$ cat src/dpfse_pkg.sv
// Purpose: Shared constants and types for the flash host controller
// Assumes: 100 MHz system clock, asynchronous flash bus with status bits
// Notes: Long counts are defaults for parameters of the top module
package dpfse_pkg;
    // Clock period and bus widths
    localparam int CLK_NS = 10;
    localparam int ADDR_W = 20;
    localparam int DATA_W = 16;
    localparam int PIN_W = DATA_W + 1;
    // Pin timing in ns
    localparam int T_ACC_NS = 85;
    localparam int T_OEHP_NS = 50;
    localparam int T_SRW_NS = 50;
    localparam int T_WP_NS = 40;
    localparam int T_WPH_NS = 30;
    localparam int T_RP_NS = 500;
    localparam int T_RH_NS = 50;
    // Operation times
    localparam int T_EPS_US = 15;
    localparam int T_BP_MAX_US = 50;
    localparam int T_BPVPP_MAX_US = 25;
    localparam int T_EC_MAX_S = 12;
    localparam int T_ECVPP_MAX_S = 6;
    localparam int T_SEC_MAX_MS = 400;
    // Cycle counts, least times rounded up
    localparam int SYNC_CYC = 3;
    localparam int ACC_CYC = (T_ACC_NS + CLK_NS - 1) / CLK_NS;
    localparam int RD_CYC = ACC_CYC + SYNC_CYC + 1;
    localparam int OEHP_CYC = (T_OEHP_NS + CLK_NS - 1) / CLK_NS;
    localparam int SRW_CYC = (T_SRW_NS + CLK_NS - 1) / CLK_NS;
    localparam int GAP_CYC = (OEHP_CYC > SRW_CYC) ? OEHP_CYC : SRW_CYC;
    localparam int WP_CYC = (T_WP_NS + CLK_NS - 1) / CLK_NS;
    localparam int WPH_CYC = (T_WPH_NS + CLK_NS - 1) / CLK_NS;
    localparam int RP_CYC = (T_RP_NS + CLK_NS - 1) / CLK_NS;
    localparam int RH_CYC = (T_RH_NS + CLK_NS - 1) / CLK_NS;
    // Longest times rounded down
    localparam longint DEF_EPS_CYC = longint'(T_EPS_US) * 1000 / CLK_NS;
    localparam longint DEF_BP_CYC = longint'(T_BP_MAX_US) * 1000 / CLK_NS;
    localparam longint DEF_BPVPP_CYC = longint'(T_BPVPP_MAX_US) * 1000 / CLK_NS;
    localparam longint DEF_EC_CYC = longint'(T_EC_MAX_S) * 1000000000 / CLK_NS;
    localparam longint DEF_ECVPP_CYC = longint'(T_ECVPP_MAX_S) * 1000000000 / CLK_NS;
    localparam longint DEF_SEC_CYC = longint'(T_SEC_MAX_MS) * 1000000 / CLK_NS;
    // Status bit positions and command words
    localparam int POLLING_STATUS_BIT = 7;
    localparam int TOGGLE_STATUS_BIT = 6;
    localparam int ERASE_TOGGLE_STATUS_BIT = 2;
    localparam int BUSY_PIN_BIT = 16;
    localparam logic [ADDR_W-1:0] CHIP_ERASE_ADDR = 20'h00555;
    localparam logic [DATA_W-1:0] CHIP_ERASE_DATA = 16'h0010;
    localparam logic [DATA_W-1:0] SECT_ERASE_DATA = 16'h0030;
    localparam int ID_ADDR_BITS = 2;
    // User commands
    typedef enum logic [3:0] {
        OP_READ = 4'h0,
        OP_WRITE = 4'h1,
        OP_PROGRAM = 4'h2,
        OP_CHIP_ERASE = 4'h3,
        OP_SECT_ERASE = 4'h4,
        OP_SUSPEND = 4'h5,
        OP_RESET = 4'h6,
        OP_ID_READ = 4'h7
    } dpfse_op_type;
    // Sequencer states, Gray along the usual path
    typedef enum logic [3:0] {
        ST_IDLE = 4'h0,
        ST_RD_LOW = 4'h1,
        ST_RD_HIGH = 4'h3,
        ST_RESP = 4'h2,
        ST_WR_LOW = 4'h6,
        ST_WR_HIGH = 4'h7,
        ST_SUSP_WAIT = 4'h5,
        ST_RST_LOW = 4'h4,
        ST_RST_WAIT = 4'hC
    } dpfse_state_type;
endpackage : dpfse_pkg

$ cat src/dpfse_pin_if.sv
// Purpose: Carries raw and filtered flash pin inputs
// Assumes: Raw bits come from outside the clock domain
// Notes: Bit 16 is the ready/busy pin, bits 15..0 the data bus
`timescale 1ns/10ps
interface dpfse_pin_if #(parameter int W = 17) ();
    logic [W-1:0] raw;
    logic [W-1:0] clean;
    modport filt (input raw, output clean);
    modport user (output raw, input clean);
endinterface : dpfse_pin_if

$ cat src/dpfse_pin_filter.sv
// Purpose: Three-stage synchroniser with agreement filter per pin
// Assumes: One clock, synchronous active-high reset
// Notes: Clean output moves only when stages two and three agree
`timescale 1ns/10ps
module dpfse_pin_filter #(
    parameter int W = 17
) (
    input wire logic clk_sys,
    input wire logic srst,
    dpfse_pin_if.filt pins
);
    typedef struct packed {
        logic [W-1:0] s1;
        logic [W-1:0] s2;
        logic [W-1:0] s3;
        logic [W-1:0] clean;
    } dpfse_filt_type;

    dpfse_filt_type r_reg;
    dpfse_filt_type r_next;
    logic [W-1:0] agree;

    // Shift chain; first stage is read only by the second
    always_comb begin
        r_next = r_reg;
        r_next.s1 = pins.raw;
        r_next.s2 = r_reg.s1;
        r_next.s3 = r_reg.s2;
        agree = ~(r_reg.s2 ^ r_reg.s3);
        r_next.clean = (agree & r_reg.s3) | (~agree & r_reg.clean);
    end

    // State register
    always_ff @(posedge clk_sys) begin
        if (srst) begin
            r_reg <= '0;
        end else begin
            r_reg <= r_next;
        end
    end

    assign pins.clean = r_reg.clean;
endmodule : dpfse_pin_filter

$ cat src/dpfse_host.sv
// Purpose: Host sequencer for a dual-plane flash on an asynchronous bus
// Assumes: Unlock cycles are issued by the user as plain writes
// Notes: Polls toggle status after program and erase, with timeouts
// Notes on behaviour
// - Chip erase final write goes to 555; sector erase to sector address.
// - Final erase data 10H erases chip, 30H erases addressed sector.
// - Output enable stays high while write enable and chip enable are low.
// - Reset held low at least 500 ns, then 50 ns before reading.
// - At least 50 ns from end of read to next write.
// - Toggle reads pulse output enable; high at least 50 ns between.
// - Toggle polling keeps the same address on every read.
// - Only change of bit 6 between reads matters, not its value.
// - Identification reads maker code at 0, part code at 1.
// - Identification cycles use only low data byte and low address bits; the host still returns all 16 bits of din in RSP_DATA.
`timescale 1ns/10ps
module dpfse_host
    import dpfse_pkg::*;
#(
    parameter int unsigned EPS_CYC = 32'(DEF_EPS_CYC),
    parameter int unsigned BP_CYC = 32'(DEF_BP_CYC),
    parameter int unsigned BPVPP_CYC = 32'(DEF_BPVPP_CYC),
    parameter int unsigned EC_CYC = 32'(DEF_EC_CYC),
    parameter int unsigned ECVPP_CYC = 32'(DEF_ECVPP_CYC),
    parameter int unsigned SEC_CYC = 32'(DEF_SEC_CYC),
    parameter logic [DATA_W-1:0] SUSPEND_DATA = 16'h00B0
) (
    input wire logic CLK_SYS,
    input wire logic SRST,
    input wire logic CMD_VALID,
    input wire dpfse_op_type CMD_OP,
    input wire logic [ADDR_W-1:0] CMD_ADDR,
    input wire logic [DATA_W-1:0] CMD_DATA,
    input wire logic FAST_VPP,
    output logic CMD_READY,
    output logic RSP_VALID,
    output logic [DATA_W-1:0] RSP_DATA,
    output logic [3:0] RSP_STATUS,
    output logic [ADDR_W-1:0] F_ADDR,
    output logic [DATA_W-1:0] F_DQ_OUT,
    output logic F_DQ_OE,
    input wire logic [DATA_W-1:0] F_DQ_IN,
    output logic F_CE_N,
    output logic F_OE_N,
    output logic F_WE_N,
    output logic F_RESET_N,
    input wire logic F_RDY_BUSY
);
    typedef struct packed {
        dpfse_state_type st;
        dpfse_op_type op;
        logic [ADDR_W-1:0] addr;
        logic [DATA_W-1:0] wdata;
        logic [31:0] cnt;
        logic [31:0] tmo;
        logic [31:0] limit;
        logic polling;
        logic first;
        logic [1:0] prev;
        logic done;
        logic fail;
        logic tmo_hit;
        logic e2_tgl;
        logic ce_n;
        logic oe_n;
        logic we_n;
        logic rst_n;
        logic dq_oe;
        logic ready;
        logic rsp_v;
        logic [DATA_W-1:0] rsp_d;
        logic [3:0] rsp_s;
    } dpfse_regs_type;

    dpfse_regs_type r_reg;
    dpfse_regs_type r_next;
    logic [DATA_W-1:0] din;

    dpfse_pin_if #(.W(PIN_W)) pins ();

    dpfse_pin_filter #(.W(PIN_W)) u_filt (
        .clk_sys(CLK_SYS),
        .srst(SRST),
        .pins(pins.filt)
    );

    assign pins.raw = {F_RDY_BUSY, F_DQ_IN};
    assign din = pins.clean[DATA_W-1:0];

    // Sequencer next state
    always_comb begin
        r_next = r_reg;
        r_next.rsp_v = 1'b0;
        if (r_reg.polling) begin
            r_next.tmo = r_reg.tmo + 32'd1;
        end
        unique case (r_reg.st)
            ST_IDLE: begin
                r_next.ready = 1'b1;
                if (CMD_VALID && r_reg.ready) begin
                    r_next.ready = 1'b0;
                    r_next.op = CMD_OP;
                    r_next.addr = CMD_ADDR;
                    r_next.wdata = CMD_DATA;
                    r_next.cnt = 32'd0;
                    r_next.tmo = 32'd0;
                    r_next.polling = 1'b0;
                    r_next.first = 1'b1;
                    r_next.done = 1'b0;
                    r_next.fail = 1'b0;
                    r_next.tmo_hit = 1'b0;
                    r_next.e2_tgl = 1'b0;
                    r_next.st = ST_WR_LOW;
                    r_next.ce_n = 1'b0;
                    r_next.we_n = 1'b0;
                    r_next.dq_oe = 1'b1;
                    unique case (CMD_OP)
                        OP_READ, OP_ID_READ: begin
                            r_next.st = ST_RD_LOW;
                            r_next.we_n = 1'b1;
                            r_next.dq_oe = 1'b0;
                            r_next.oe_n = 1'b0;
                            if (CMD_OP == OP_ID_READ) begin
                                // Upper address bits held low in identification
                                r_next.addr = {{(ADDR_W-ID_ADDR_BITS){1'b0}},
                                    CMD_ADDR[ID_ADDR_BITS-1:0]};
                            end
                        end
                        OP_CHIP_ERASE: begin
                            r_next.addr = CHIP_ERASE_ADDR;
                            r_next.wdata = CHIP_ERASE_DATA;
                            r_next.limit = FAST_VPP ? ECVPP_CYC : EC_CYC;
                        end
                        OP_SECT_ERASE: begin
                            r_next.wdata = SECT_ERASE_DATA;
                            r_next.limit = SEC_CYC;
                        end
                        OP_PROGRAM: begin
                            r_next.limit = FAST_VPP ? BPVPP_CYC : BP_CYC;
                        end
                        OP_SUSPEND: begin
                            r_next.wdata = SUSPEND_DATA;
                        end
                        OP_RESET: begin
                            r_next.st = ST_RST_LOW;
                            r_next.ce_n = 1'b1;
                            r_next.we_n = 1'b1;
                            r_next.dq_oe = 1'b0;
                            r_next.rst_n = 1'b0;
                        end
                        default: begin
                            r_next.limit = 32'd0;
                        end
                    endcase
                end
            end
            ST_RD_LOW: begin
                r_next.cnt = r_reg.cnt + 32'd1;
                if (r_reg.cnt == 32'(RD_CYC - 1)) begin
                    r_next.cnt = 32'd0;
                    r_next.st = ST_RD_HIGH;
                    r_next.ce_n = 1'b1;
                    r_next.oe_n = 1'b1;
                    r_next.rsp_d = din;
                    if (r_reg.polling) begin
                        // Toggle stop is judged by change only
                        r_next.first = 1'b0;
                        r_next.prev = {din[TOGGLE_STATUS_BIT], din[ERASE_TOGGLE_STATUS_BIT]};
                        r_next.done = !r_reg.first
                            && (din[TOGGLE_STATUS_BIT] == r_reg.prev[1]);
                        r_next.e2_tgl = r_reg.e2_tgl || (!r_reg.first
                            && (din[ERASE_TOGGLE_STATUS_BIT] != r_reg.prev[0]));
                        if (r_reg.op == OP_PROGRAM) begin
                            r_next.fail = din[POLLING_STATUS_BIT]
                                != r_reg.wdata[POLLING_STATUS_BIT];
                        end else begin
                            r_next.fail = !din[POLLING_STATUS_BIT];
                        end
                    end
                end
            end
            ST_RD_HIGH: begin
                r_next.cnt = r_reg.cnt + 32'd1;
                if (r_reg.cnt == 32'(GAP_CYC - 1)) begin
                    r_next.cnt = 32'd0;
                    if (!r_reg.polling || r_reg.done) begin
                        r_next.st = ST_RESP;
                    end else if (r_reg.tmo >= r_reg.limit) begin
                        r_next.tmo_hit = 1'b1;
                        r_next.st = ST_RESP;
                    end else begin
                        // Same address again for the next status read
                        r_next.st = ST_RD_LOW;
                        r_next.ce_n = 1'b0;
                        r_next.oe_n = 1'b0;
                    end
                end
            end
            ST_WR_LOW: begin
                r_next.cnt = r_reg.cnt + 32'd1;
                if (r_reg.cnt == 32'(WP_CYC - 1)) begin
                    r_next.cnt = 32'd0;
                    r_next.st = ST_WR_HIGH;
                    r_next.we_n = 1'b1;
                    r_next.ce_n = 1'b1;
                end
            end
            ST_WR_HIGH: begin
                r_next.cnt = r_reg.cnt + 32'd1;
                r_next.dq_oe = 1'b0; // Data held one cycle past the rising edge
                if (r_reg.cnt == 32'(WPH_CYC - 1)) begin
                    r_next.cnt = 32'd0;
                    unique case (r_reg.op)
                        OP_PROGRAM, OP_CHIP_ERASE, OP_SECT_ERASE: begin
                            r_next.polling = 1'b1;
                            r_next.tmo = 32'd0;
                            r_next.st = ST_RD_LOW;
                            r_next.ce_n = 1'b0;
                            r_next.oe_n = 1'b0;
                        end
                        OP_SUSPEND: begin
                            r_next.st = ST_SUSP_WAIT;
                        end
                        default: begin
                            r_next.st = ST_RESP;
                        end
                    endcase
                end
            end
            ST_SUSP_WAIT: begin
                r_next.cnt = r_reg.cnt + 32'd1;
                if (r_reg.cnt == EPS_CYC - 32'd1) begin
                    r_next.cnt = 32'd0;
                    r_next.st = ST_RESP;
                end
            end
            ST_RST_LOW: begin
                r_next.cnt = r_reg.cnt + 32'd1;
                if (r_reg.cnt == 32'(RP_CYC - 1)) begin
                    r_next.cnt = 32'd0;
                    r_next.rst_n = 1'b1;
                    r_next.st = ST_RST_WAIT;
                end
            end
            ST_RST_WAIT: begin
                r_next.cnt = r_reg.cnt + 32'd1;
                if (r_reg.cnt == 32'(RH_CYC - 1)) begin
                    r_next.cnt = 32'd0;
                    r_next.st = ST_RESP;
                end
            end
            ST_RESP: begin
                r_next.rsp_v = 1'b1;
                r_next.rsp_s = {pins.clean[BUSY_PIN_BIT], r_reg.e2_tgl,
                    r_reg.fail & r_reg.done, r_reg.tmo_hit};
                r_next.polling = 1'b0;
                r_next.ready = 1'b1;
                r_next.st = ST_IDLE;
            end
            default: begin
                r_next.st = ST_IDLE;
            end
        endcase
    end

    // State register
    always_ff @(posedge CLK_SYS) begin
        if (SRST) begin
            r_reg <= '0;
            r_reg.st <= ST_IDLE;
            r_reg.ce_n <= 1'b1;
            r_reg.oe_n <= 1'b1;
            r_reg.we_n <= 1'b1;
            r_reg.rst_n <= 1'b1;
        end else begin
            r_reg <= r_next;
        end
    end

    // Outputs straight from the state register
    assign CMD_READY = r_reg.ready;
    assign RSP_VALID = r_reg.rsp_v;
    assign RSP_DATA = r_reg.rsp_d;
    assign RSP_STATUS = r_reg.rsp_s;
    assign F_ADDR = r_reg.addr;
    assign F_DQ_OUT = r_reg.wdata;
    assign F_DQ_OE = r_reg.dq_oe;
    assign F_CE_N = r_reg.ce_n;
    assign F_OE_N = r_reg.oe_n;
    assign F_WE_N = r_reg.we_n;
    assign F_RESET_N = r_reg.rst_n;

    // Helper run counters for the checks below
    logic [7:0] oe_hi_run;
    logic [7:0] rst_lo_run;
    logic [7:0] rst_hi_run;
    always_ff @(posedge CLK_SYS) begin
        if (SRST) begin
            oe_hi_run <= 8'hFF;
            rst_lo_run <= 8'h00;
            rst_hi_run <= 8'hFF;
        end else begin
            oe_hi_run <= !F_OE_N ? 8'h00 : (oe_hi_run == 8'hFF ? oe_hi_run : oe_hi_run + 8'h01);
            rst_lo_run <= F_RESET_N ? 8'h00 : rst_lo_run + 8'h01;
            rst_hi_run <= !F_RESET_N ? 8'h00
                : (rst_hi_run == 8'hFF ? rst_hi_run : rst_hi_run + 8'h01);
        end
    end
endmodule : dpfse_host

$ cat config.mk
export PLATFORM = sky130hd
export DESIGN_NAME = dpfse_host
export DESIGN_NICKNAME = d
export VERILOG_FILES = /design/src/dpfse_pkg.sv /design/src/dpfse_pin_if.sv /design/src/dpfse_pin_filter.sv /design/src/dpfse_host.sv
export SDC_FILE = /design/constraint.sdc
export NUM_CORES = 1
export LEC_CHECK = 0
export BUFFER_PORTS_ARGS = -buffer_cell sky130_fd_sc_hd__buf_2
export CAP_MARGIN = 30
export CORE_UTILIZATION = 25
export DETAILED_ROUTE_END_ITERATION = 7
export GPL_ROUTABILITY_DRIVEN = 1
export SLEW_MARGIN = 10
export SYNTH_ARGS = -nofsm -noshare
export SYNTH_HDL_FRONTEND = slang
export SYNTH_SLANG_ARGS = --single-unit
$ cat constraint.sdc
create_clock -name CLK_SYS -period 2.6 [get_ports CLK_SYS]
set_clock_uncertainty 0.05 [all_clocks]
set_input_delay 0.13 -clock CLK_SYS [delete_from_list [all_inputs] [get_ports CLK_SYS]]
set_output_delay 0.13 -clock CLK_SYS [all_outputs]
set_load 0.05 [all_outputs]
* Yosys cells after proc, flatten, opt, wreduce, memory -nomap -nowiden
Cells that the tools add are included.
** Word-level totals
- Register bits after elaboration :: 243
- Logic and storage cells :: 183
- Output and inout bits :: 63
- Input port bits :: 61
** Operators by class
- Magnitude comparators :: 1
- Reduce and logical (&&, ||, !) cells :: 39
- Multiplexer cells :: 64
- Equal/unequal tests :: 42
- $add $sub $neg :: 2
- Bitwise operators :: 8
** Operators by type and width (number)
- $mux W32 :: 7
- $pmux W32 S7 :: 1
- $mux W142 :: 1
- $pmux W32 S4 :: 1
- $add A32 B1 Y32 const B :: 2
- $eq A32 B2 Y1 const B :: 2
- $mux W64 :: 1
- $pmux W32 S2 :: 1
- $pmux W16 S3 :: 1
- $eq A4 B3 Y1 const B :: 10
- $pmux W20 S2 :: 1
- $and A17 B17 Y17 :: 2
- $not A17 Y17 :: 2
- $eq A32 B11 Y1 const B :: 1
- $eq A32 B3 Y1 const B :: 1
- $eq A32 B4 Y1 const B :: 1
- $eq A32 B6 Y1 const B :: 1
- $ge A32 B32 Y1 :: 1
- $mux W4 :: 8
- $pmux W4 S8 :: 1
- $mux W31 :: 1
- $eq A4 B2 Y1 const B :: 6
- $ne A2 B2 Y1 const B :: 12
- $mux W20 :: 1
- other kinds (39) :: 90

* Depth between registers and ports, before layout
Gate-level depths: netlist of the first run.
- Depth in word-level cells :: 6
- Depth in mapped cells :: 10
- Gate-level depth less buffers :: 9

* By module
A second synthesis of the first run with hierarchy kept.
** Unflattened totals
- Cells, all modules :: 1109
- Area total of the unflattened synthesis :: 9875.7 µm²
** Modules (own cells, without submodules)
- dpfse_host :: cells each 915, instances 1, area each 7780.0 µm², seq. area each 3103.0 µm²
- dpfse_pin_filter :: cells each 194, instances 1, area each 2095.8 µm², seq. area each 1361.3 µm²

* Worst setup path before layout of the first run
OpenSTA, ideal clock, no wires.
- Path kind :: reg-to-reg
- Start :: register r_reg[99] (netlist name)
- End :: register r_reg[30] (netlist name)
- Period minus slack after synthesis :: 2554 ps
- Path buffers :: 1
- Slack :: 46 ps
- Data arrival time :: 2433 ps
- Data required time :: 2480 ps
- Setup time :: 70 ps
- Stages on the path, launching flop included :: 11
- Cells stage by stage :: dfxtp_1 -> inv_1 -> ha_1 -> or4bb_1 -> or2_4 -> nor3_4 -> and3_4 -> buf_12 -> nand2_4 -> or4_1 -> a21oi_1
** On the way
- Word-level cells in the longest chain between the ends :: 3
** RTL lines
- start: declaration :: RTL line dpfse_host.sv:74 : dpfse_regs_type r_reg;
- start signal: assignment :: RTL line dpfse_host.sv:275 : r_reg <= r_next;
- $eq A32 B4 Y1 :: RTL line dpfse_host.sv:158 : if (r_reg.cnt == 32'(RD_CYC - 1)) begin
- $ne A2 B2 Y1 (no source line)
- $reduce_and A4 Y1 (no source line)
Every way passes these cells.
A chain may end at the register's enable or synchronous reset.

* Final worst setup path of the first run
- Start :: register r_reg[38] (netlist name)
- End :: register r_reg[172] (netlist name)
** On the way
- Word-level cells in the longest chain between the ends :: 5
** RTL lines
- $ge A32 B32 Y1 :: RTL line dpfse_host.sv:187 : end else if (r_reg.tmo >= r_reg.limit) begin
- $mux W2 :: RTL line dpfse_host.sv:187
- $mux W4 :: RTL line dpfse_host.sv:185 : if (!r_reg.polling || r_reg.done) begin
- $mux W4 :: RTL line dpfse_host.sv:183 : if (r_reg.cnt == 32'(GAP_CYC - 1)) begin
- $pmux W4 S8 :: RTL line dpfse_host.sv:96 : unique case (r_reg.st)
Every way passes these cells. The select of a mux whose other input is x is not followed.

==> flow_summary.toml, run 1 <==
[cells_and_area]
layout-drive-gt1-share_pct = 19.83
diodes = 0
final_cells = 1844
final_util_pct = 32.80
largest_reg_flops = 92
fin_area_sq_um = 12760
syn_to_final_growth_pct = 28.31
layout.nets = 1395

[logic_synthesis]
synth_cells = 1150
synth_cell_types = 72
synth_ff_type = "dfxtp_1"
yosys_warnings = 0
synth_xor_area_share_pct = 5.106
async_reset_ff_share_pct = 0
synth-seq-cells = 223
synth_fa_ha_area_share_pct = 3.522
yosysTopAreaCell = "dfxtp_1"
ys_seq_area_share_pct = 44.87
synth-simple-area-share_pct = 23.52
synth_area_leaders = "dfxtp_1 45%, nor2_1 5.0%, buf_4 4.3%"
synth_compound_area_share_pct = 12.84
syn_area_per_cell_sq_um = 8.651
synth-edff-count = 0
synth_top_area_share_pct = 44.87
synth_top_family_by_area = "simple AND/OR/NAND/NOR gates"
synth_nets = 1239
synth_area_sq_um = 9948
muxShareOfSynthArea_pct = 2.327

[die]
die-width_microns = 201.5
rows = 72
core-area_sq_um = 38920
fp.dieArea_sq_um = 40590
die_h_microns = 201.5
pin_count = 124
start_util_pct = 25.56

[timing]
maxSlewHeadroom_pct = 47.60
layout_setup_ws_ns = 0.03082
rsz0062_at_grt = "true"
final_max_slew_viol_count = 0
finalSetupTns_ns = 0
fmax_mhz = 389.2
worstMarginPinSlew_ns = 0.7861
post-route-period-util_pct = 98.81
fin_hold_ws_ns = 0.06233
setup_viol = 0
hold_viol = 0
min_period_ns = 2.569

[power_and_ir_drop]
comb_power_share_pct = 23.5
pwr-share-seq_pct = 36.5
vdd_drop_max_uv = 470.7
p_sw_share_pct = 31.27
power.total_mw = 10.36
intPower_mw = 7.123
leakage_nw = 4.986
power_density_nw_per_um2 = 811.9
p_switching_mw = 3.241
power_frac_clock_pct = 40.1

[setup_path]
crit_path_end_kind = "flop"
reg2reg_depth = 10
cp_max_fo = 3
r2r_start = "r_reg[38]"
cp_top_family = "compound AO/OA/AOI/OAI gates"
cp-start-kind = "flop"
slowest_stage = "or4_4"
max_stage_delay_ns = 0.54
cp.arrival_ns = 2.92
crit_chain = "inv_2 -> ha_2 -> or4_4 -> a221oi_4 -> o2111ai_2 -> a2111oi_4 -> a311o_1 -> buf_4 -> a41o_1 -> a21oi_2"
r2r_end = "r_reg[172]"
crit_required_ns = 2.95
path_buf_inv = 2
path_class = "flop to flop"
regToRegSetupSlack_ns = 0.03

[routing]
drtIter0Drc = 446
routed_via_density = 4.543
vias = 8378
wl_microns = 24710
antenna_left = 0
post_drt_wl_per_cell_microns = 13.40
drt-pass1-iter-count = 5
drc = 0

[status]
status = "finished clean"

[flow_run]
maxCapViolations = 0

[worst_hold_path]
min_to = "F_DQ_OUT[5]"
hold_class = "input pin to flop"
whs_path_depth = 5
hold_path.startpoint = "CMD_DATA[5]"

[global_route]
grt_pass1_wl_microns = 40680
grt_start_max_net_pins = 91
track_usage_pct = 12.05
grt_pass1_vias = 8081
antenna_found_initial = 0
grt-ovfl-total = 0

[clocking]
insertion_delay_ns = 0.56
cts_made_buffers = 26
clkTransAtPathRegs_ns = 0.06
clk_path_buf_depth = 3
htree_num_levels = 1
root_buffer = "clkbuf_16"
clkSinkCount = 223
cts_tree = "yes"

[placed_design]
dp.cells = 1737
gp_routability_congestion = 0.8096
dpl-instance-area_sq_um = 11040
io_buffers = 123
dpl_worst_slack_ns = -0.1365
post-dp-hpwl_microns = 16630
routing by layer:
layer	GRT usage, %	vias up	part of all wire [%]
met5	0	-	0
met4	4.058	0	3.3
met3	2.802	44	5.3
met2	19.73	190	45
met1	15.49	3921	47
li1	-	4223	-
area by class of cell:
class	count	area [sq um]
multi-input cells	785	4858
clock inverters	17	295.3
clock buffers	31	699.4
repair buffers	241	1688
fillers	4097	26150
flip-flops and latches	223	4467
well taps	518	648.1
inverters	29	108.9
placed cells by master, fill, tap and decap left out, drive strengths merged, types with 4 or more instances in the layout:
cell type | Yosys | layout
nor2b | 63 | 63
o211ai | 5 | 5
xnor2 | 20 | 20
nor3b | 7 | 7
xor2 | 38 | 38
nor4b | 4 | 4
o21ai | 52 | 52
nor3 | 23 | 23
a2111oi | 4 | 4
or3 | 10 | 10
clkinv | 0 | 8
inv | 29 | 30
nand3 | 44 | 44
a21oi | 83 | 83
dlygate4sd3 | 0 | 57
bufinv | 0 | 7
a211oi | 4 | 4
ha | 28 | 28
dfxtp | 223 | 223
nor4 | 11 | 11
nand4b | 4 | 4
or4 | 5 | 5
nand2 | 106 | 106
and4 | 4 | 4
and3 | 17 | 17
o21a | 5 | 5
a22oi | 15 | 15
a21o | 7 | 7
a31oi | 4 | 4
and2 | 6 | 6
nor2 | 133 | 133
nand4 | 17 | 17
buf | 66 | 184
clkbuf | 47 | 31
nand2b | 5 | 5
mux2i | 22 | 22
cells in the mapped netlist (6+ instances only):
cell and instances:
xor2_1 38, o21ai_0 51, and3_1 16, mux2i_1 22
xnor2_1 20, a22oi_1 15, nand2_1 105, nand4_1 16
nor2b_1 63, and2_1 6, or3_1 10, nor3_1 21
a21o_1 7, nor3b_1 7, nor2_1 133, clkbuf_1 47
nand3_1 44, dfxtp_1 223, ha_1 28, inv_1 29
nor4_1 11, buf_4 57, a21oi_1 83
repair_timing:
action                                 4_1_cts  5_1_grt
pin swaps                                    5       10
hold buffers                                57        0
endpoints found under the hold margin       60        0
setup buffers                                0        2
gates resized for setup                     10       20
setup endpoints to repair                    3       48
cell families after synthesis:
group | Yosys count
simple gates | 466
fa+ha+maj | 28
flops | 223
compound gates | 210
buf+inv | 142
xor+xnor | 58
mux | 23
worst reg2reg max path, cell delays in order, from the launching register on:
cell	delay, ns
dfxtp_2	0.33
inv_2	0.03
ha_2	0.16
or4_4	0.54
a221oi_4	0.23
o2111ai_2	0.19
a2111oi_4	0.32
a311o_1	0.19
buf_4	0.14
a41o_1	0.19
a21oi_2	0.06
worst max-delay path by stage:
stage | from | endpoint | slack (ns) | cells after the start
2_1_floorplan | r_reg[99] | r_reg[30] | 0.05 | 10
3_3_place_gp | r_reg[43] | F_OE_N | -0.10 | 9
3_5_place_dp | r_reg[43] | r_reg[172] | -0.14 | 10
4_1_cts | r_reg[38] | r_reg[172] | 0.005 | 10
5_1_grt | r_reg[57] | r_reg[172] | -0.08 | 10
6_report | r_reg[38] | r_reg[172] | 0.03 | 10
power groups by stage:
stage / sequential [mW] / combinational (mW) / clock, mW
after floorplan: 3.89 / 1.57 / 0
after global placement: 3.84 / 2.26 / 0
after detailed placement: 3.85 / 2.28 / 0
after CTS: 3.78 / 2.39 / 4.29
after global routing: 3.81 / 2.65 / 4.42
final: 3.78 / 2.43 / 4.15
(Power assumes the default switching activity.)
==> run 2, diff against run 1 <==
--- a/config.mk
+++ b/config.mk
@@ -7,9 +7,10 @@
 export LEC_CHECK = 0
 export BUFFER_PORTS_ARGS = -buffer_cell sky130_fd_sc_hd__buf_2
 export CAP_MARGIN = 30
-export CORE_UTILIZATION = 25
+export CORE_UTILIZATION = 52
 export DETAILED_ROUTE_END_ITERATION = 7
 export GPL_ROUTABILITY_DRIVEN = 1
+export PLACE_DENSITY = 0.76
 export SLEW_MARGIN = 10
 export SYNTH_ARGS = -nofsm -noshare
 export SYNTH_HDL_FRONTEND = slang
==> run 2 against run 1 <==
  * Combinational power is essentially flat
  * Via count rose by 1.3%
  * Final area is 4.4% lower
  * Power shrank 8.5%
  * Critical path depth stayed put
  * Maximum frequency up 0.77%
  * Non-clock buffer count down 1
  * Core utilization increased by 32 points
  * Worst hold slack improved by 0.12 ns
  * Sequential cell count unchanged
  * Critical endpoint is now F_CE_N
==> flow_summary.toml, run 2 (same netlist as run 1, synthesis figures left out) <==
[cells_and_area]
largest_reg_flops = 92
diodes = 0
fin_area_sq_um = 12210
final_cell_mix = "215 x dfxtp_1, 133 x nor2_1, 122 x buf_2, 105 x nand2_1, 81 x a21oi_1"
final_cells = 1553
syn_to_final_growth_pct = 22.73
layout.nets = 1392
final_common_cell = "dfxtp_1"
fillers = 1454
layout-drive-gt1-share_pct = 19.56

[flow_run]
maxCapViolations = 0

[routing]
routed_via_density = 5.465
antenna_left = 0
vias = 8487
wl_microns = 23380
drc = 0
post_drt_wl_per_cell_microns = 15.05
drt-pass1-iter-count = 5
drtIter0Drc = 510

[power_and_ir_drop]
intPower_mw = 6.424
p_sw_share_pct = 32.27
vdd_drop_max_uv = 568.2
p_switching_mw = 3.061
power_frac_clock_pct = 34.7
power_density_nw_per_um2 = 776.8
comb_power_share_pct = 25.4
leakage_nw = 4.880
pwr-share-seq_pct = 39.9
power.total_mw = 9.484

[die]
start_util_pct = 53.18
die-width_microns = 140.3
core-area_sq_um = 18710
pin_count = 124
rows = 50
fp.dieArea_sq_um = 19690
die_h_microns = 140.3

[timing]
fmax_mhz = 392.2
post-route-period-util_pct = 98.06
final_max_slew_viol_count = 0
worstMarginPinSlew_ns = 0.9207
hold_viol = 0
min_period_ns = 2.550
setup_viol = 0
maxSlewHeadroom_pct = 38.62
rsz0062_at_grt = "true"
fin_hold_ws_ns = 0.1860

[clocking]
root_buffer = "clkbuf_16"
clkTransAtPathRegs_ns = 0.06
htree_num_levels = 1
cts_tree = "yes"
insertion_delay_ns = 0.52
clk_path_buf_depth = 3
cts_made_buffers = 24
clkSinkCount = 223

[setup_path]
cp_max_fo = 3
crit_path_end_kind = "flop"
path_class = "flop to flop"
cp-start-kind = "flop"
cp.arrival_ns = 2.86
crit_required_ns = 2.91

[global_route]
grt-ovfl-total = 0
antenna_found_initial = 0
grt_start_max_net_pins = 90
track_usage_pct = 23.05
grt_pass1_wl_microns = 37570
grt_pass1_vias = 7852

[placed_design]
post-dp-hpwl_microns = 14670
gp_routability_congestion = 0.8954
dpl-instance-area_sq_um = 10680
dp.cells = 1451
io_buffers = 123

[worst_hold_path]
hold_class = "input pin to flop"

[status]
status = "finished clean"
## run 2: cell type report
type,count,area (sq um),area share (%)
clock buffer,35,691.9,5.667
clock inverter,7,78.83,0.6456
multi-input combinational,785,4867,39.86
timing repair buffer,240,1695,13.89
inverter,29,108.9,0.8916
tap,234,292.8,2.398
sequential,223,4474,36.65
## run 2: final timing paths
path	startpoint	to	slack [ns]	depth (start not counted)
worst max-delay path	r_reg[56]	F_CE_N	0.05	10
worst min-delay path	SRST	r_reg[44]	0.19	2
worst max register to register	r_reg[56]	F_CE_N	0.05	10
worst min register to register	u_filt.r_next[43]	u_filt.r_next[26]	0.38	1
## run 2: through the flow
stage                     worst slack (ns)  setup TNS (ns)  utilization (%)
after floorplan                    0.04612               0                -
after global placement             -0.1424         -0.3892            57.07
after detailed placement           -0.1983         -0.5524            57.07
after CTS                         0.002619               0            64.62
after global routing              -0.07716         -0.1216            65.27
final                              0.05040               0            65.27
## run 2: worst max-delay path, stage by stage (launching register included)
cell	delay, ns
dfxtp_1	0.33
inv_1	0.05
ha_1	0.30
nand4_1	0.12
or4_4	0.54
a31oi_4	0.17
a2111oi_2	0.09
a311o_1	0.32
buf_6	0.13
a311oi_2	0.23
a41oi_1	0.07
## run 2: routing by layer
metal	part of all wire, %	track usage, %
met1	46	30.25
met2	45	38.45
met3	6.4	4.239
met4	2.6	7.172
met5	0	0
## run 2: power by group through the flow
stage	clock network (mW)	registers [mW]	logic, mW
finish	3.29	3.79	2.41
global route	3.50	3.81	2.59
CTS	3.36	3.77	2.33
detailed placement	0	3.84	2.21
global placement	0	3.84	2.19
floorplan	0	3.89	1.57
## run 2: repair_timing
| item | in CTS | in global routing |
|---|---|---|
| hold endpoints to repair | 59 | 0 |
| setup buffers | 0 | 2 |
| resized for setup | 17 | 25 |
| setup endpoints to repair | 3 | 37 |
| cloned | 0 | 0 |
| hold buffers | 58 | 0 |
| pin swaps | 8 | 15 |
==> run 3, diff against run 2 <==
--- a/config.mk
+++ b/config.mk
@@ -14,4 +14,5 @@
 export SLEW_MARGIN = 10
 export SYNTH_ARGS = -nofsm -noshare
 export SYNTH_HDL_FRONTEND = slang
+export SYNTH_HIERARCHICAL = 1
 export SYNTH_SLANG_ARGS = --single-unit
==> run 3 against run 2 <==
  * Maximum frequency up 1.7%
  * Cell count down 3.7%
  * Combinational power down 5%
  * Critical path type unchanged
  * Highest routed layer unchanged
==> flow_summary.toml, run 3 <==
[global_route]
grt_start_max_net_pins = 87
grt_pass1_vias = 7491
grt-ovfl-total = 0
grt_pass1_wl_microns = 36530
antenna_found_initial = 0
track_usage_pct = 22.51

[setup_path]
cp-start-kind = "flop"
regToRegSetupSlack_ns = 0.09
r2r_end = "r_reg[174]"
crit_path_end_kind = "flop"
path_class = "flop to flop"
cp.arrival_ns = 2.86
crit_chain = "inv_1 -> ha_1 -> nor3b_1 -> nand3_1 -> a2111oi_4 -> o22ai_1 -> a211oi_2 -> buf_4 -> nand2b_1 -> a2111oi_1"
cp_max_fo = 5
reg2reg_depth = 10
max_stage_delay_ns = 0.36
crit_required_ns = 2.95
r2r_start = "r_reg[100]"
slowest_stage = "a2111oi_4"

[die]
start_util_pct = 52.97
pin_count = 124
core-area_sq_um = 18640
fp.dieArea_sq_um = 19550
rows = 50
die_h_microns = 139.8
die-width_microns = 139.8

[logic_synthesis]
synth_area_sq_um = 9876
synth_top_area_share_pct = 45.20
synth_nets = 1198
ys_seq_area_share_pct = 45.20
synth_common_cells = "223 x dfxtp_1, 117 x nor2_1, 96 x nand2_1"
yosysTopAreaCell = "dfxtp_1"
synth-edff-count = 0
synth_cells = 1109
async_reset_ff_share_pct = 0
synth.most_common_cell = "dfxtp_1"
synth_area_leaders = "dfxtp_1 45%, buf_4 5.8%, nor2_1 4.4%"
synth-seq-cells = 223
synth_cell_types = 67
syn_area_per_cell_sq_um = 8.905
yosys_warnings = 6
synth_ff_type = "dfxtp_1"

[timing]
fin_hold_ws_ns = 0.1719
min_period_ns = 2.508
worstMarginPinSlew_ns = 0.8002
setup_viol = 0
post-route-period-util_pct = 96.46
finalSetupTns_ns = 0
maxSlewHeadroom_pct = 46.66
layout_setup_ws_ns = 0.09212
fmax_mhz = 398.7
final_max_slew_viol_count = 0
hold_viol = 0

[placed_design]
dp.cells = 1391
post-dp-hpwl_microns = 14670
io_buffers = 123
dpl_worst_slack_ns = 0.01720
gp_routability_congestion = 0.9271

[power_and_ir_drop]
power.total_mw = 9.424
power_density_nw_per_um2 = 794.9
vdd_drop_max_uv = 612.1
leakage_nw = 4.742

[clocking]
cts_made_buffers = 24
cts_tree = "yes"
htree_num_levels = 1
root_buffer = "clkbuf_16"
clk_path_buf_depth = 3
clkTransAtPathRegs_ns = 0.06
insertion_delay_ns = 0.51
clkSinkCount = 223

[status]
status = "finished clean"

[cells_and_area]
syn_to_final_growth_pct = 20.04
final_common_cell = "dfxtp_1"
largest_reg_flops = 92
fillers = 1498
final_cells = 1496
final_cell_mix = "222 x dfxtp_1, 122 x buf_2, 115 x nor2_1, 96 x nand2_1, 76 x a21oi_1"
diodes = 0
layout-drive-gt1-share_pct = 19.18
layout.nets = 1333

[routing]
drt-met1-wl_microns = 10180
drt-pass1-iter-count = 5
routed_via_density = 5.369
drc = 0
antenna_left = 0
wl_met2_microns = 10030
wl_microns = 22230
vias = 8032
drtIter0Drc = 490
post_drt_wl_per_cell_microns = 14.86
wl_met3_microns = 1366
top_layer_used = "met4"

[worst_hold_path]
hold_path.startpoint = "CMD_VALID"
hold_class = "input pin to flop"
min_to = "F_ADDR[6]"
whs_path_depth = 5

[flow_run]
maxCapViolations = 0
[run 3: cell count changes in the layout (fill, tap and decap cells not counted), moves of 10 or more]
cell / previous run / this run
a22oi_1: 15 / 1
o21ai_0: 49 / 36
xnor2_1: 20 / 32
a22o_1: 0 / 22
nor2_1: 133 / 115
buf_4: 55 / 45
[run 3: cells by family after synthesis]
kind of cell,after synthesis,synth area share (%)
and+or+nand+nor,430,21.64
AOI/OAI and AO/OA,196,13.06
adders and majority gates,28,3.547
buffers and inverters,152,9.236
muxes,17,1.723
xor gates and xnor gates,63,5.587
DFF,223,45.20
[run 3: power breakdown]
part           leakage (nW)  switching, mW  internal (mW)
sequential             1.81          0.168           3.63
clock                 0.384           1.39           1.95
combinational          2.55           1.46          0.820
[run 3: per-stage QoR]
| step | instance area, sq um | util (%) |
|---|---|---|
| after floorplan | 9876 | - |
| after detailed placement | 10420 | 55.89 |
| final | 11860 | 63.59 |
| after CTS | 11800 | 63.31 |
| after global routing | 11860 | 63.59 |
| after global placement | 10420 | 55.89 |
[run 3: worst max path at each step]
stage               startpoint    endpoint  cells after the start
floorplan            CMD_READY  r_reg[115]                      6
global placement    r_reg[100]  r_reg[100]                      9
detailed placement  r_reg[100]  r_reg[129]                      9
CTS                 r_reg[100]  r_reg[174]                      8
global route         r_reg[99]  r_reg[121]                     11
finish              r_reg[100]  r_reg[174]                     10
[run 3: final cells by class]
cell class                      count  area, sq um  share of cell area, %
Sequential cell                   223         4466                  37.67
Clock buffer                       31        678.2                  5.720
Tap cell                          234        292.8                  2.470
Multi-Input combinational cell    734         4556                  38.43
Inverter                           29        108.9                 0.9182
Timing Repair Buffer              232         1649                  13.91
Clock inverter                     13        105.1                 0.8865
[run 3: what timing repair did]
action                                 4_1_cts  5_1_grt
hold buffers                                60        0
setup endpoints to repair                    8       43
pin swaps                                    1        1
endpoints found under the hold margin       67        0
gates resized for setup                      0       10
setup buffers                                0        1
[run 3: worst max-delay path, delay by kind of cell (launching register included)]
family	cells	cell delay [ns]
buffers and inverters	2	0.30
AOI/OAI and AO/OA	4	1.13
and+or+nand+nor	3	0.42
DFF	1	0.34
adders and majority gates	1	0.17
[run 3: metal layers]
layer / GRT usage (%) / vias up
met1: 29.77 / 3695
met5: 0 / -
met2: 37.26 / 283
li1: - / 4011
met3: 3.613 / 43
met4: 7.634 / 0
